### config.mk
export PLATFORM = sky130hd
export DESIGN_NAME = ict_timer
export DESIGN_NICKNAME = d
export VERILOG_FILES = /design/src/ict_pkg.sv /design/src/ict_pulse_gen.sv /design/src/ict_timer.sv
export SDC_FILE = /design/constraint.sdc
export NUM_CORES = 1
export LEC_CHECK = 0
export BUFFER_PORTS_ARGS = -buffer_cell sky130_fd_sc_hd__buf_2
export CORE_MARGIN = 2
export CORE_UTILIZATION = 55
export CTS_CLUSTER_DIAMETER = 100
export DETAILED_ROUTE_END_ITERATION = 8
export PLACE_DENSITY = 0.77
export SLEW_MARGIN = 20
export SYNTH_ARGS = -nofsm -noshare
export SYNTH_HDL_FRONTEND = slang
export SYNTH_HIERARCHICAL = 1
export SYNTH_SLANG_ARGS = --single-unit
### constraint.sdc
create_clock -name clk -period 3.49 [get_ports clk]
set_clock_uncertainty 0.05 [all_clocks]
set_input_delay 0.349 -clock clk [delete_from_list [all_inputs] [get_ports clk]]
set_output_delay 0.349 -clock clk [all_outputs]
set_load 0.02 [all_outputs]
### src/ict_pkg.sv
/*
  Package for the interval carry timer: APB register map, field positions,
  reset values, select encoding and pulse timing counts.
  Assumes a 50 MHz system clock.
*/
package ict_pkg;

  // ==========================================================
  // Clock and pulse timing
  // ==========================================================
  localparam int unsigned CLK_HZ          = 50_000_000;
  localparam int unsigned RATE_10_HZ      = 10;
  localparam int unsigned RATE_20_HZ      = 20;
  localparam int unsigned RATE_50_HZ      = 50;
  localparam int unsigned RATE_100_HZ     = 100;
  localparam int unsigned HALF_10         = CLK_HZ / (2 * RATE_10_HZ);
  localparam int unsigned HALF_20         = CLK_HZ / (2 * RATE_20_HZ);
  localparam int unsigned HALF_50         = CLK_HZ / (2 * RATE_50_HZ);
  localparam int unsigned HALF_100        = CLK_HZ / (2 * RATE_100_HZ);
  // Fixed phase offsets in cycles, each well below the shortest period
  localparam int unsigned PHASE_10        = 0;
  localparam int unsigned PHASE_20        = 1000;
  localparam int unsigned PHASE_50        = 2000;
  localparam int unsigned PHASE_100       = 3000;
  localparam int unsigned CNT_W           = 23;

  // ==========================================================
  // Register map (byte addresses)
  // ==========================================================
  localparam logic [11:0] ADDR_CARRY      = 12'h000;
  localparam logic [11:0] ADDR_SELECT     = 12'h004;
  localparam logic [11:0] ADDR_STATUS     = 12'h008;
  localparam logic [11:0] ADDR_CMD        = 12'h00C;

  localparam int unsigned CARRY_BIT       = 0;
  localparam int unsigned SEL_LO_BIT      = 0;
  localparam int unsigned SEL_HI_BIT      = 1;
  localparam int unsigned ST_ARMED_BIT    = 0;
  localparam int unsigned ST_PEND_BIT     = 1;
  localparam int unsigned ST_PULSE_BIT    = 2;
  localparam int unsigned CMD_STOP_BIT    = 0;

  localparam logic [1:0]  SEL_RESET       = 2'h0;

  // Select encoding
  localparam logic [1:0]  SEL_10HZ        = 2'h0;
  localparam logic [1:0]  SEL_20HZ        = 2'h1;
  localparam logic [1:0]  SEL_50HZ        = 2'h2;
  localparam logic [1:0]  SEL_100HZ       = 2'h3;

  // Backup reset sequencer states, Gray coded except the FIRE to IDLE step
  typedef enum logic [1:0] {
    ICT_IDLE  = 2'b00,
    ICT_WAIT  = 2'b01,
    ICT_FIRE  = 2'b11
  } ict_bk_state_t;

endpackage : ict_pkg

### src/ict_pulse_gen.sv
/*
  Square wave generator with fixed start phase for the interval timer.
  Runs on the system clock; free running from reset onward.
*/
`timescale 1ns/1ps
`default_nettype none
module ict_pulse_gen
  import ict_pkg::*;
#(
  parameter int unsigned HALF  = 2500000,
  parameter int unsigned PHASE = 0
) (
  input  wire logic clk,
  input  wire logic rst,
  output logic      pulse
);

  logic [CNT_W-1:0] cnt_q;
  logic [CNT_W-1:0] cnt_d;
  logic             lvl_q;
  logic             lvl_d;

  // ==========================================================
  // Half period counter
  // ==========================================================
  always_comb begin
    cnt_d = cnt_q;
    lvl_d = lvl_q;
    if (cnt_q == CNT_W'(HALF - 1)) begin
      cnt_d = '0;
      lvl_d = ~lvl_q;
    end else begin
      cnt_d = cnt_q + 1'b1;
    end
  end

  // Preloaded count sets the fixed phase against the other pulses
  always_ff @(posedge clk or posedge rst) begin
    if (rst) begin
      cnt_q <= CNT_W'(PHASE);
      lvl_q <= 1'b1;
    end else begin
      cnt_q <= cnt_d;
      lvl_q <= lvl_d;
    end
  end

  assign pulse = lvl_q;

endmodule // ict_pulse_gen
`default_nettype wire

### src/ict_timer.sv
/*
  Interval carry timer: four free running pulses, a select, a carry flag
  cleared on read, and backup-pin reset timing with read arbitration.
  Assumes an APB master on clk and an asynchronous backup sense pin.
*/
`timescale 1ns/1ps
`default_nettype none

//
// Contract
// - Four rates generated independently, always
// - Fixed small phase offsets between pulses
// - Select change: rising new pulse sets flag
// - Power-on clears flag; armed by first read
// - Reading the flag clears it
// - Backup reset on next selected rising edge
// - Flag reads 1 after backup reset
// - Read wins; backup reset postponed one edge
// - Power-on starts execution; 10 Hz rises
// - Flag is bit 0, others zero
// - Backup reset and clock stop force flag
module ict_timer
  import ict_pkg::*;
(
  input  wire logic        clk,
  input  wire logic        rst,
  input  wire logic        psel,
  input  wire logic        penable,
  input  wire logic        pwrite,
  input  wire logic [11:0] paddr,
  input  wire logic [31:0] pwdata,
  output logic      [31:0] prdata,
  output logic             pready,
  output logic             pslverr,
  input  wire logic        backup_sense,
  output logic             backup_reset_pulse,
  output logic             exec_start_pulse
);

  // ==========================================================
  // Pulse sources
  // ==========================================================
  logic [3:0] pulse;

  ict_pulse_gen #(.HALF(HALF_10),  .PHASE(PHASE_10))  u_p10  (
    .clk   (clk),
    .rst   (rst),
    .pulse (pulse[0])
  );
  ict_pulse_gen #(.HALF(HALF_20),  .PHASE(PHASE_20))  u_p20  (
    .clk   (clk),
    .rst   (rst),
    .pulse (pulse[1])
  );
  ict_pulse_gen #(.HALF(HALF_50),  .PHASE(PHASE_50))  u_p50  (
    .clk   (clk),
    .rst   (rst),
    .pulse (pulse[2])
  );
  ict_pulse_gen #(.HALF(HALF_100), .PHASE(PHASE_100)) u_p100 (
    .clk   (clk),
    .rst   (rst),
    .pulse (pulse[3])
  );

  function automatic logic pick(input logic [1:0] sel, input logic [3:0] p);
    logic r;
    r = 1'b0;
    case (sel)
      SEL_10HZ:  r = p[0];
      SEL_20HZ:  r = p[1];
      SEL_50HZ:  r = p[2];
      default:   r = p[3];
    endcase
    return r;
  endfunction

  // ==========================================================
  // State
  // ==========================================================
  logic [1:0]    sel_q, sel_d;
  logic          prev_q, prev_d;
  logic          flag_q, flag_d;
  logic          armed_q, armed_d;
  logic          sync1_q, sync2_q;
  logic          bk_prev_q;
  ict_bk_state_t st_q, st_d;
  logic [31:0]   prdata_d;
  logic          pready_d, pslverr_d;
  logic          bkp_d, exec_d;
  logic          boot_q;

  logic cur_sel;
  logic rise;
  logic acc;
  logic rd_flag;

  // Access phase completes the cycle pready is seen high
  assign acc     = psel & penable & pready;
  assign cur_sel = pick(sel_q, pulse);
  // compares against prior sample, so a select change from a low pulse to a high pulse sets
  assign rise    = cur_sel & ~prev_q;
  assign rd_flag = psel & penable & ~pready & ~pwrite & (paddr == ADDR_CARRY);

  // ==========================================================
  // Next state
  // ==========================================================
  always_comb begin
    sel_d     = sel_q;
    prev_d    = cur_sel;
    flag_d    = flag_q;
    armed_d   = armed_q;
    st_d      = st_q;
    bkp_d     = 1'b0;
    exec_d    = 1'b0;
    prdata_d  = '0;
    pready_d  = 1'b0;
    pslverr_d = 1'b0;

    if (rise && armed_q) begin
      flag_d = 1'b1;
    end
    // read clears; clear beats a same-cycle rise, that edge is lost
    if (rd_flag) begin
      armed_d = 1'b1;
      flag_d  = 1'b0;
    end

    // Backup reset sequencer
    case (st_q)
      ICT_IDLE: begin
        // pin edge only, a pin held high fires once
        if (sync2_q && !bk_prev_q) begin
          st_d = ICT_WAIT;
        end
      end
      ICT_WAIT: begin
        // read in the same cycle wins
        if (rise && !rd_flag) begin
          st_d = ICT_FIRE;
        end
      end
      ICT_FIRE: begin
        // reset applied, flag set, execution start pulsed
        flag_d  = 1'b1;
        armed_d = 1'b1;
        bkp_d   = 1'b1;
        exec_d  = 1'b1;
        st_d    = ICT_IDLE;
      end
      default: st_d = ICT_IDLE;
    endcase

    // APB slave, one wait state
    if (psel && penable && !pready) begin
      pready_d = 1'b1;
      if (pwrite) begin
        if (paddr == ADDR_SELECT) begin
          sel_d = pwdata[SEL_HI_BIT:SEL_LO_BIT];
        end else if (paddr == ADDR_CMD) begin
          if (pwdata[CMD_STOP_BIT]) begin
            flag_d = 1'b1;
          end
        end else if (paddr != ADDR_CARRY) begin
          pslverr_d = 1'b1;
        end
      end else begin
        if (paddr == ADDR_CARRY) begin
          prdata_d[CARRY_BIT] = flag_q;
        end else if (paddr == ADDR_SELECT) begin
          prdata_d[SEL_HI_BIT:SEL_LO_BIT] = sel_q;
        end else if (paddr == ADDR_STATUS) begin
          prdata_d[ST_ARMED_BIT] = armed_q;
          prdata_d[ST_PEND_BIT]  = (st_q != ICT_IDLE);
          prdata_d[ST_PULSE_BIT] = cur_sel;
        end else if (paddr != ADDR_CMD) begin
          pslverr_d = 1'b1;
        end
      end
    end
  end

  // ==========================================================
  // Registers
  // ==========================================================
  always_ff @(posedge clk or posedge rst) begin
    if (rst) begin
      sel_q              <= SEL_RESET;
      prev_q             <= 1'b0;
      flag_q             <= 1'b0;
      armed_q            <= 1'b0;
      sync1_q            <= 1'b0;
      sync2_q            <= 1'b0;
      bk_prev_q          <= 1'b0;
      st_q               <= ICT_IDLE;
      prdata             <= '0;
      pready             <= 1'b0;
      pslverr            <= 1'b0;
      backup_reset_pulse <= 1'b0;
      exec_start_pulse   <= 1'b0;
      boot_q             <= 1'b1;
    end else begin
      sel_q              <= sel_d;
      prev_q             <= prev_d;
      flag_q             <= flag_d;
      armed_q            <= armed_d;
      sync1_q            <= backup_sense;
      sync2_q            <= sync1_q;
      bk_prev_q          <= sync2_q;
      st_q               <= st_d;
      prdata             <= prdata_d;
      pready             <= pready_d;
      pslverr            <= pslverr_d;
      backup_reset_pulse <= bkp_d;
      // 10 Hz pulse starts high, execution starts at power-on
      exec_start_pulse   <= exec_d | boot_q;
      boot_q             <= 1'b0;
    end
  end

endmodule // ict_timer
`default_nettype wire

After elaboration in Yosys (flattened, before gate mapping)
Cells that the tools add are included.
W data, S select, Z words.
{"block": "totals", "output_inout_bits": 36, "reg_bits": 114, "word_cells": 105, "inputBits": 50}
{"block": "op_classes", "n_reduce_logical": 16, "mux": 36, "bitwise_logic": 13, "n_addsub": 4, "eq_ne": 14}
{"cell": "$add A23 B1 Y23 const B", "count": 4}
{"cell": "$mux W23", "count": 4}
{"cell": "$eq A12 B4 Y1 const B", "count": 2}
{"cell": "$eq A23 B18 Y1 const B", "count": 1}
{"cell": "$eq A23 B19 Y1 const B", "count": 1}
{"cell": "$eq A23 B21 Y1 const B", "count": 1}
{"cell": "$eq A23 B22 Y1 const B", "count": 1}
{"cell": "$mux W1", "count": 23}
{"cell": "$eq A12 B3 Y1 const B", "count": 1}
{"cell": "$logic_not A12 Y1", "count": 1}
{"cell": "$ne A12 B4 Y1 const B", "count": 1}
{"cell": "$reduce_bool A12 Y1", "count": 1}
{"cell": "$mux W3", "count": 3}
{"cell": "$mux W2", "count": 4}
{"cell": "$not A1 Y1", "count": 7}
{"cell": "$and A1 B1 Y1", "count": 5}
{"cell": "$logic_and A1 B1 Y1", "count": 5}
{"cell": "$eq A2 B1 Y1 const B", "count": 2}
{"cell": "$eq A2 B2 Y1 const B", "count": 2}
{"cell": "$logic_not A2 Y1", "count": 2}
{"cell": "$ne A2 B2 Y1 const B", "count": 2}
{"cell": "$pmux W2 S2", "count": 1}
{"cell": "$reduce_bool A2 Y1", "count": 2}
{"cell": "$logic_not A1 Y1", "count": 3}
{"cell": "other kinds (4)", "count": 4}

Longest topological paths before layout
Gate-level depths: netlist (run 1).
{"block": "depth", "ltp_word": 12, "ltp_mapped": 6, "ltp_nobuf": 5}

Hierarchy
The synthesis (run 1) kept the hierarchy.
{"mod": "ict_pulse_gen at u_p10", "instances": 1, "seq_area_each_um2": 601.8, "area_per_inst_um2": 1224.9, "cells_each": 110}
{"mod": "ict_pulse_gen at u_p50", "instances": 1, "seq_area_each_um2": 609.3, "area_per_inst_um2": 1191.1, "cells_each": 107}
{"mod": "ict_pulse_gen at u_p20", "instances": 1, "seq_area_each_um2": 609.3, "area_per_inst_um2": 1174.9, "cells_each": 107}
{"mod": "ict_pulse_gen at u_p100", "instances": 1, "seq_area_each_um2": 610.6, "area_per_inst_um2": 1117.3, "cells_each": 106}
{"mod": "ict_timer", "instances": 1, "seq_area_each_um2": 451.7, "area_per_inst_um2": 974.7, "cells_each": 90}

Worst setup path before layout (run 1)
OpenSTA, ideal clock, no wires.
{"block": "synth_path", "kind": "flip-flop to flip-flop", "start": "register u_p100.cnt_q[8]", "end": "register u_p100.cnt_q[16]", "synth_period_minus_slack_ps": 1883, "stages_incl_launch_ff": 6, "arrival_time_ps": 1755, "path_buffers": 1, "required_ps": 3361, "setup_time_ps": 79, "slack_ps": 1607, "path_cell_list": "dfstp_2 -> nand4_2 -> or4_1 -> buf_2 -> or3_1 -> a21oi_1"}
{"block": "synth_via", "elab_chain_cells": 2, "elab_cells_between_ends": 3, "classes_between": "1 x add/sub; 1 x eq/ne; 1 x mux"}
{"item": "start, declared", "line": "ict_pulse_gen.sv:18", "rtl": "logic [CNT_W-1:0] cnt_q;"}
{"item": "start signal, assigned", "line": "ict_pulse_gen.sv:40", "rtl": "cnt_q <= CNT_W'(PHASE);"}
{"item": "start signal, assigned", "line": "ict_pulse_gen.sv:43", "rtl": "cnt_q <= cnt_d;"}
{"item": "$add A23 B1 Y23 or $eq A23 B18 Y1 (tied branches)", "line": "ict_pulse_gen.sv:33, ict_pulse_gen.sv:29"}
{"item": "$mux W23 *", "line": "ict_pulse_gen.sv:29", "rtl": "if (cnt_q == CNT_W'(HALF - 1)) begin"}
{"item": "net u_p100.cnt_d[16]", "line": "ict_pulse_gen.sv:19", "rtl": "logic [CNT_W-1:0] cnt_d;"}
The timed path passes the listed nets; every way through them passes the cells marked *.
A chain may end at the register's enable or synchronous reset.

Final worst setup path (run 1)
{"block": "layout_path", "start": "register u_p20.cnt_q[0]", "end": "register u_p20.lvl_q (netlist: u_p20/pulse)"}
{"block": "layout_via", "elab_chain_cells": 1}
{"item": "start, declared", "line": "ict_pulse_gen.sv:18"}
{"item": "start signal, assigned", "line": "ict_pulse_gen.sv:40"}
{"item": "start signal, assigned", "line": "ict_pulse_gen.sv:43"}
{"item": "$eq A23 B21 Y1", "line": "ict_pulse_gen.sv:29"}
{"item": "end signal, assigned", "line": "ict_pulse_gen.sv:44", "rtl": "lvl_q <= lvl_d;"}
{"item": "end, declared", "line": "ict_pulse_gen.sv:20", "rtl": "logic lvl_q;"}
Every way passes these cells.

==> results of run 1 <==
cell usage in the layout (no fill, tap or decap), types with 4 or more instances in the layout:
cell / n
a21oi_1: 11
and3_1: 8
and4_1: 8
buf_2: 26
bufinv_16: 4
clkbuf_16: 16
clkinvlp_4: 5
conb_1: 30
dfrtp_1: 90
dfstp_2: 24
ha_1: 4
inv_1: 19
nand2_1: 22
nand3_1: 38
nand4_1: 22
nor2_1: 55
nor2b_1: 4
nor3_1: 18
nor4_1: 8
nor4_4: 5
nor4b_1: 7
o21ai_0: 5
or3_1: 6
or4_1: 4
xnor2_1: 43
xor2_1: 33
area by class of cell:
class	instances	area share
flip-flops and latches	114	0.445
multi-input cells	380	0.398
clock buffers	19	0.0667
clock inverters	13	0.0286
well taps	136	0.0263
repair buffers	29	0.0244
inverters	19	0.0110
state kept, by name (all words and copies together), names as in the netlist, 2 cells and up:
signal,flops
u_p10/cnt_q,23
st_q,2
u_p50/cnt_q,23
prdata,3
sel_q,2
u_p100/cnt_q,23
u_p20/cnt_q,23
report_power, final:
part | total (mW) | internal (mW) | switching [mW]
logic | 0.0831 | 0.0148 | 0.0683
clock network | 1.77 | 1.18 | 0.596
registers | 1.33 | 1.33 | 0.00163
total | 3.18 | 2.52 | 0.665
worst register-to-register path: stages (launching register included):
cell and delay [ns]:
dfrtp_1 0.39, ha_1 0.23, nand3_2 0.15, or4b_1 0.51, nor3_2 0.73, xor2_1 0.24
layer usage:
metal | up-vias | routed length [um] | GRT usage
li1 | 1857 | - | -
met1 | 1929 | 4740 | 0.266
met2 | 88 | 5420 | 0.349
met3 | 4 | 364 | 0.0594
met4 | 0 | 61 | 0.0602
met5 | - | 0 | 0
cell families (layout without fill, tap and decap cells):
group	count (synthesis)	count (layout)	share of synthesized area
fa+ha+maj	4	4	0.00881
xor+xnor	77	77	0.120
other cells	1	30	0.000660
buf+inv	55	80	0.0592
mux	3	3	0.00793
simple gates	237	237	0.264
compound gates	29	29	0.0319
flops	114	114	0.507
path summary, 6_finish.rpt:
kind | to | slack [ns]
max | u_p20/pulse | 1.11
min | sel_q[1] | 0.04
max reg2reg | u_p20/pulse | 1.11
min reg2reg | sync2_q | 0.30
max in group asynchronous | u_p10/cnt_q[11] | 2.21
min in group asynchronous | sync1_q | 0.49
==> flow_summary.ini, run 1 <==
[status]
outcome = finished, final reports clean

[setup_path]
endpoint_kind = flip-flop
crit_type = reg -> reg
path_buf_inv = 0
critical_path.cell_chain = ha_1 -> nand3_2 -> or4b_1 -> nor3_2 -> xor2_1
slowest_delay_ns = 0.73
critical_path_required_ns = 3.86
reg2reg_depth = 5
critPathTopFamily = simple AND/OR/NAND/NOR gates
arrival_ns = 2.75
cp.depth = 5
rr_startpoint = u_p20/cnt_q[0]
startpoint = u_p20/cnt_q[0]
worstSetupStartpointType = flip-flop
cp_max_fo = 12
slowest_stage = nor3_2

[placement]
placedInstanceArea_sq_um = 5830
dp_cells = 676
place_hpwl_um = 7230
gp_congestion = 0.845
port-buffer-count = 26
pre_cts_ws_ns = 1.20

[timing]
slew_headroom = 0.385
setup_viol = 0
slew_violations = 0
period_needed_ns = 2.38
tightest_slew_ns = 0.921
fmax_mhz = 421
holdWs_ns = 0.0372
fin_crit_sh = 0.681
setup_tns_ns = 0
rsz0062_at_grt = no
hold_viol = 0
timing.final.ws_setup_ns = 1.11

[drt]
vias_per_cell = 5.46
ant_nets = 0
dr.pass1.iters = 6
num_vias = 3878
drtIter0Drc = 173
wirelength_um = 10600
wl_per_cell_um = 14.9
drc_errors = 0

[clocking]
clk_pin_slew_ns = 0.06
clockBufferDepth = 2
cts_made_buffers = 17
tritoncts = done
clk_latency_ns = 0.50
cts_resized = 0
cts.sinks = 114
postCtsSetupBuffers = 0
cts-root-buf = clkbuf_8
cts_hold_buf = 2
htreeDepth = 4

[yosys]
synthTopCellsByCount = 90 x dfrtp_1, 55 x nor2_1, 43 x xnor2_1, 38 x nand3_1, 33 x xor2_1
synth.most_common_cell = dfrtp_1
synthesis.area_sq_um = 5680
synth_top_area_frac = 0.396
synth-edff-count = 0
yosys-top-cells-area = dfrtp_1 40%, dfstp_2 11%, xnor2_1 6.6%, xor2_1 5.1%, buf_4 4.0%
synthFlopType = dfrtp_1
postSynthCellCount = 520
synthArstFlopShare = 1.00
synth_top_cell_by_area = dfrtp_1
syn_area_per_cell_sq_um = 10.9
ys_seq_elements = 114
yosysSeqAreaShare = 0.507
synth_warnings = 6
yosysUniqueCellTypes = 58

[cells_and_area]
diodes = 0
fillerInstances = 799
nets = 615
post-route-util = 0.635
finalNonFillerCells = 710
areaGrowthSynthToFinish_pct = 13.9
final_area_sq_um = 6470
register_area_sq_um = 2880
drive_gt1_frac = 0.197
multiInputGateArea_sq_um = 2570

[floorplanning]
die_w_um = 106
die_y_um = 106
die_area_sq_um = 11200
boundaryPins = 86
core_sq_um = 10200
num_rows = 37
start_util = 0.558

[hold_path]
whs_path_depth = 2
min_path_type = in -> reg
hold_start = pwdata[1]

[job]
cap_violations = 0

[power_and_ir_drop]
finalPower_mw = 3.18
powerDensity_nw_per_um2 = 492
p_leak_nw = 2.92
vdd_drop_max_v = 0.000362

[global_route]
antenna_found_initial = 0
overflow = 0
grt_use_total = 0.209
grt_pass1_vias = 3956
grt_pass1_wl_um = 18600
grt_max_degree = 25
No activity file was read; power rests on OpenSTA's default activity.
==> inputs of run 2 (changes only) <==
Settings changed: ABC_AREA set to 1, CORE_UTILIZATION 55 to 53.
Clock period 3.49 ns to 2.15 ns, I/O delays scaled along.
==> run 2 against run 1 <==
Effect of this change: final cell count up 58%; fmax rose by 54%; count of clock-buffer cells in the layout shrank 1; clock power grew 83%; sequential power up 62%; combinational power up 85%; power grew 74%; worst hold slack better by 0.0010 ns; critical path depth up 3; critical path type unchanged; largest cell class is now multi-input combinational cells; highest routed layer unchanged.
==> flow_summary.ini, run 2 <==
[yosys]
synthAdderAreaFrac = 0.00739
yosys.area_share.simple = 0.377
yosysUniqueCellTypes = 41
synthesis.area_sq_um = 6780
synthArstFlopShare = 1.00
synthFlopType = dfrtp_1
synth_warnings = 6
postSynthCellCount = 882
synth_top_cell_by_area = dfrtp_1
ys_seq_elements = 114
synth_compound_area_frac = 0.0223
yosys-top-cells-area = dfrtp_1 33%, nand2_1 11%, dfstp_2 9.3%, nor2_1 7.9%, inv_1 7.1%
synthTopCellsByCount = 203 x nand2_1, 143 x nor2_1, 129 x inv_1, 90 x dfrtp_1, 63 x nand3_1
synth_mux_area_frac = 0
synth-edff-count = 0
synth_top_family_by_area = simple AND/OR/NAND/NOR gates
syn_area_per_cell_sq_um = 7.68
synth-xor-area-share = 0.0541
synth_top_area_frac = 0.332
synth.most_common_cell = nand2_1
yosysSeqAreaShare = 0.425

[global_route]
antenna_found_initial = 0
grt_max_degree = 25
met2_usage = 0.355
use_met3 = 0.0469
grtUsageMet1 = 0.271
grt_pass1_wl_um = 22600
grt_use_total = 0.212
overflow = 0
grt_pass1_vias = 5116
busiest_layer = met2

[timing]
timing.final.ws_setup_ns = 0.604
tightest_slew_ns = 0.679
fmax_mhz = 647
hold_viol = 0
setup_tns_ns = 0
slew_violations = 0
period_needed_ns = 1.55
setup_viol = 0
fin_crit_sh = 0.719
slew_headroom = 0.547
rsz0062_at_grt = no

[placement]
place_hpwl_um = 9300
pre_cts_ws_ns = 0.639
dp_cells = 1084
port-buffer-count = 26
gp_congestion = 0.918
placedInstanceArea_sq_um = 7040

[power_and_ir_drop]
p_int_mw = 4.39
p_seq_frac = 0.389
finalPower_mw = 5.55
combPwrFrac = 0.028
vdd_drop_max_v = 0.000609
powerDensity_nw_per_um2 = 717
p_clk_frac = 0.583
p_leak_nw = 3.90
swShare = 0.210
p_sw_mw = 1.17

[floorplanning]
die_y_um = 117
boundaryPins = 86
start_util = 0.539
num_rows = 41
core_sq_um = 12600
die_area_sq_um = 13700
die_w_um = 117

[drt]
vias_per_cell = 4.73
wl_per_cell_um = 11.7
drc_errors = 0
wirelength_um = 13100
drtIter0Drc = 414
dr.pass1.iters = 4
num_vias = 5293
ant_nets = 0

[cells_and_area]
final_area_sq_um = 7750
most-common-layout-cells = 203 x nand2_1, 143 x nor2_1, 129 x inv_1
nets = 988
drive_gt1_frac = 0.207
finalNonFillerCells = 1119
layout_commonest_cell = nand2_1
areaGrowthSynthToFinish_pct = 14.4
diodes = 0

[clocking]
clk_latency_ns = 0.42
cts-root-buf = clkbuf_16
htreeDepth = 4
tritoncts = done
cts_made_buffers = 17
clk_pin_slew_ns = 0.06
clockBufferDepth = 2
cts.sinks = 114

[status]
outcome = finished, final reports clean

[setup_path]
endpoint_kind = flip-flop
critical_path_required_ns = 2.43
worstSetupStartpointType = flip-flop
crit_type = reg -> reg
arrival_ns = 1.83
cp_max_fo = 7

[hold_path]
min_path_type = in -> reg

[job]
cap_violations = 0
run 2: cell types whose count changed after synthesis, sizes merged, moves of 16 or more:
| cell | change |
|---|---|
| nand2 | +209 |
| nor2 | +136 |
| inv | +120 |
| nand3 | +35 |
| xnor2 | -32 |
| nand4 | -23 |
| nor4 | -16 |
run 2: final cells by class:
type / count / area (sq um)
Tap cell: 172 / 215
Timing Repair Buffer: 34 / 198
Sequential cell: 114 / 2880
Fill cell: 1091 / 4820
Clock buffer: 18 / 429
Inverter: 141 / 536
Multi-Input combinational cell: 626 / 3240
Clock inverter: 14 / 253
run 2: final timing paths:
path	startpoint	endpoint	slack, ns	cells past startpoint
max in group asynchronous	rst	sync1_q	1.15	3
hold / removal	pwdata[1]	sel_q[1]	0.04	3
setup reg to reg	u_p50/cnt_q[0]	u_p50/cnt_q[0]	0.60	8
min in group asynchronous	rst	u_p10/cnt_q[18]	0.41	4
setup / recovery	u_p50/cnt_q[0]	u_p50/cnt_q[0]	0.60	8
hold reg to reg	sync1_q	sync2_q	0.30	0
run 2: cells by family (layout without fill, tap and decap cells):
family	Yosys count	in the layout
AO/OA/AOI/OAI	26	26
other	1	30
buffers and inverters	171	207
AND/OR/NAND/NOR	525	525
flip-flops	114	114
XOR/XNOR	41	41
adder cells (fa/ha/maj)	4	4
run 2: repair_timing:
action | CTS | global route
endpoints found under the hold margin | 92 | 0
setup endpoints to repair | 0 | 0
gates resized for setup | 0 | 0
hold buffers | 3 | 0
setup buffers | 0 | 0
run 2: worst max-delay path, cell delays in order, from the launching register on:
cell	delay, ns
dfrtp_1	0.42
ha_1	0.23
nand2_1	0.13
nor2_2	0.07
nand2_1	0.07
nor2_2	0.04
nand2_2	0.18
clkinv_2	0.12
nor2_1	0.15
run 2: power by group through the flow:
stage | logic (mW) | clock network (mW) | registers (mW)
2_1_floorplan | 0.142 | 0 | 2.20
3_3_place_gp | 0.152 | 0 | 2.20
3_5_place_dp | 0.153 | 0 | 2.20
4_1_cts | 0.158 | 3.29 | 2.16
5_1_grt | 0.177 | 3.40 | 2.16
6_report | 0.154 | 3.24 | 2.16
run 2: through the flow:
stage | hold WS [ns] | utilization
after floorplan | 0.103 | -
after global placement | 0.280 | 0.560
after detailed placement | 0.277 | 0.560
after CTS | 0.0181 | 0.617
after global routing | 0.0375 | 0.617
final | 0.0382 | 0.617
run 2: layer usage:
metal,wire length (um),part of all wire
met4,213,0.016
met3,474,0.036
met2,6470,0.49
met1,5980,0.45
met5,0,0
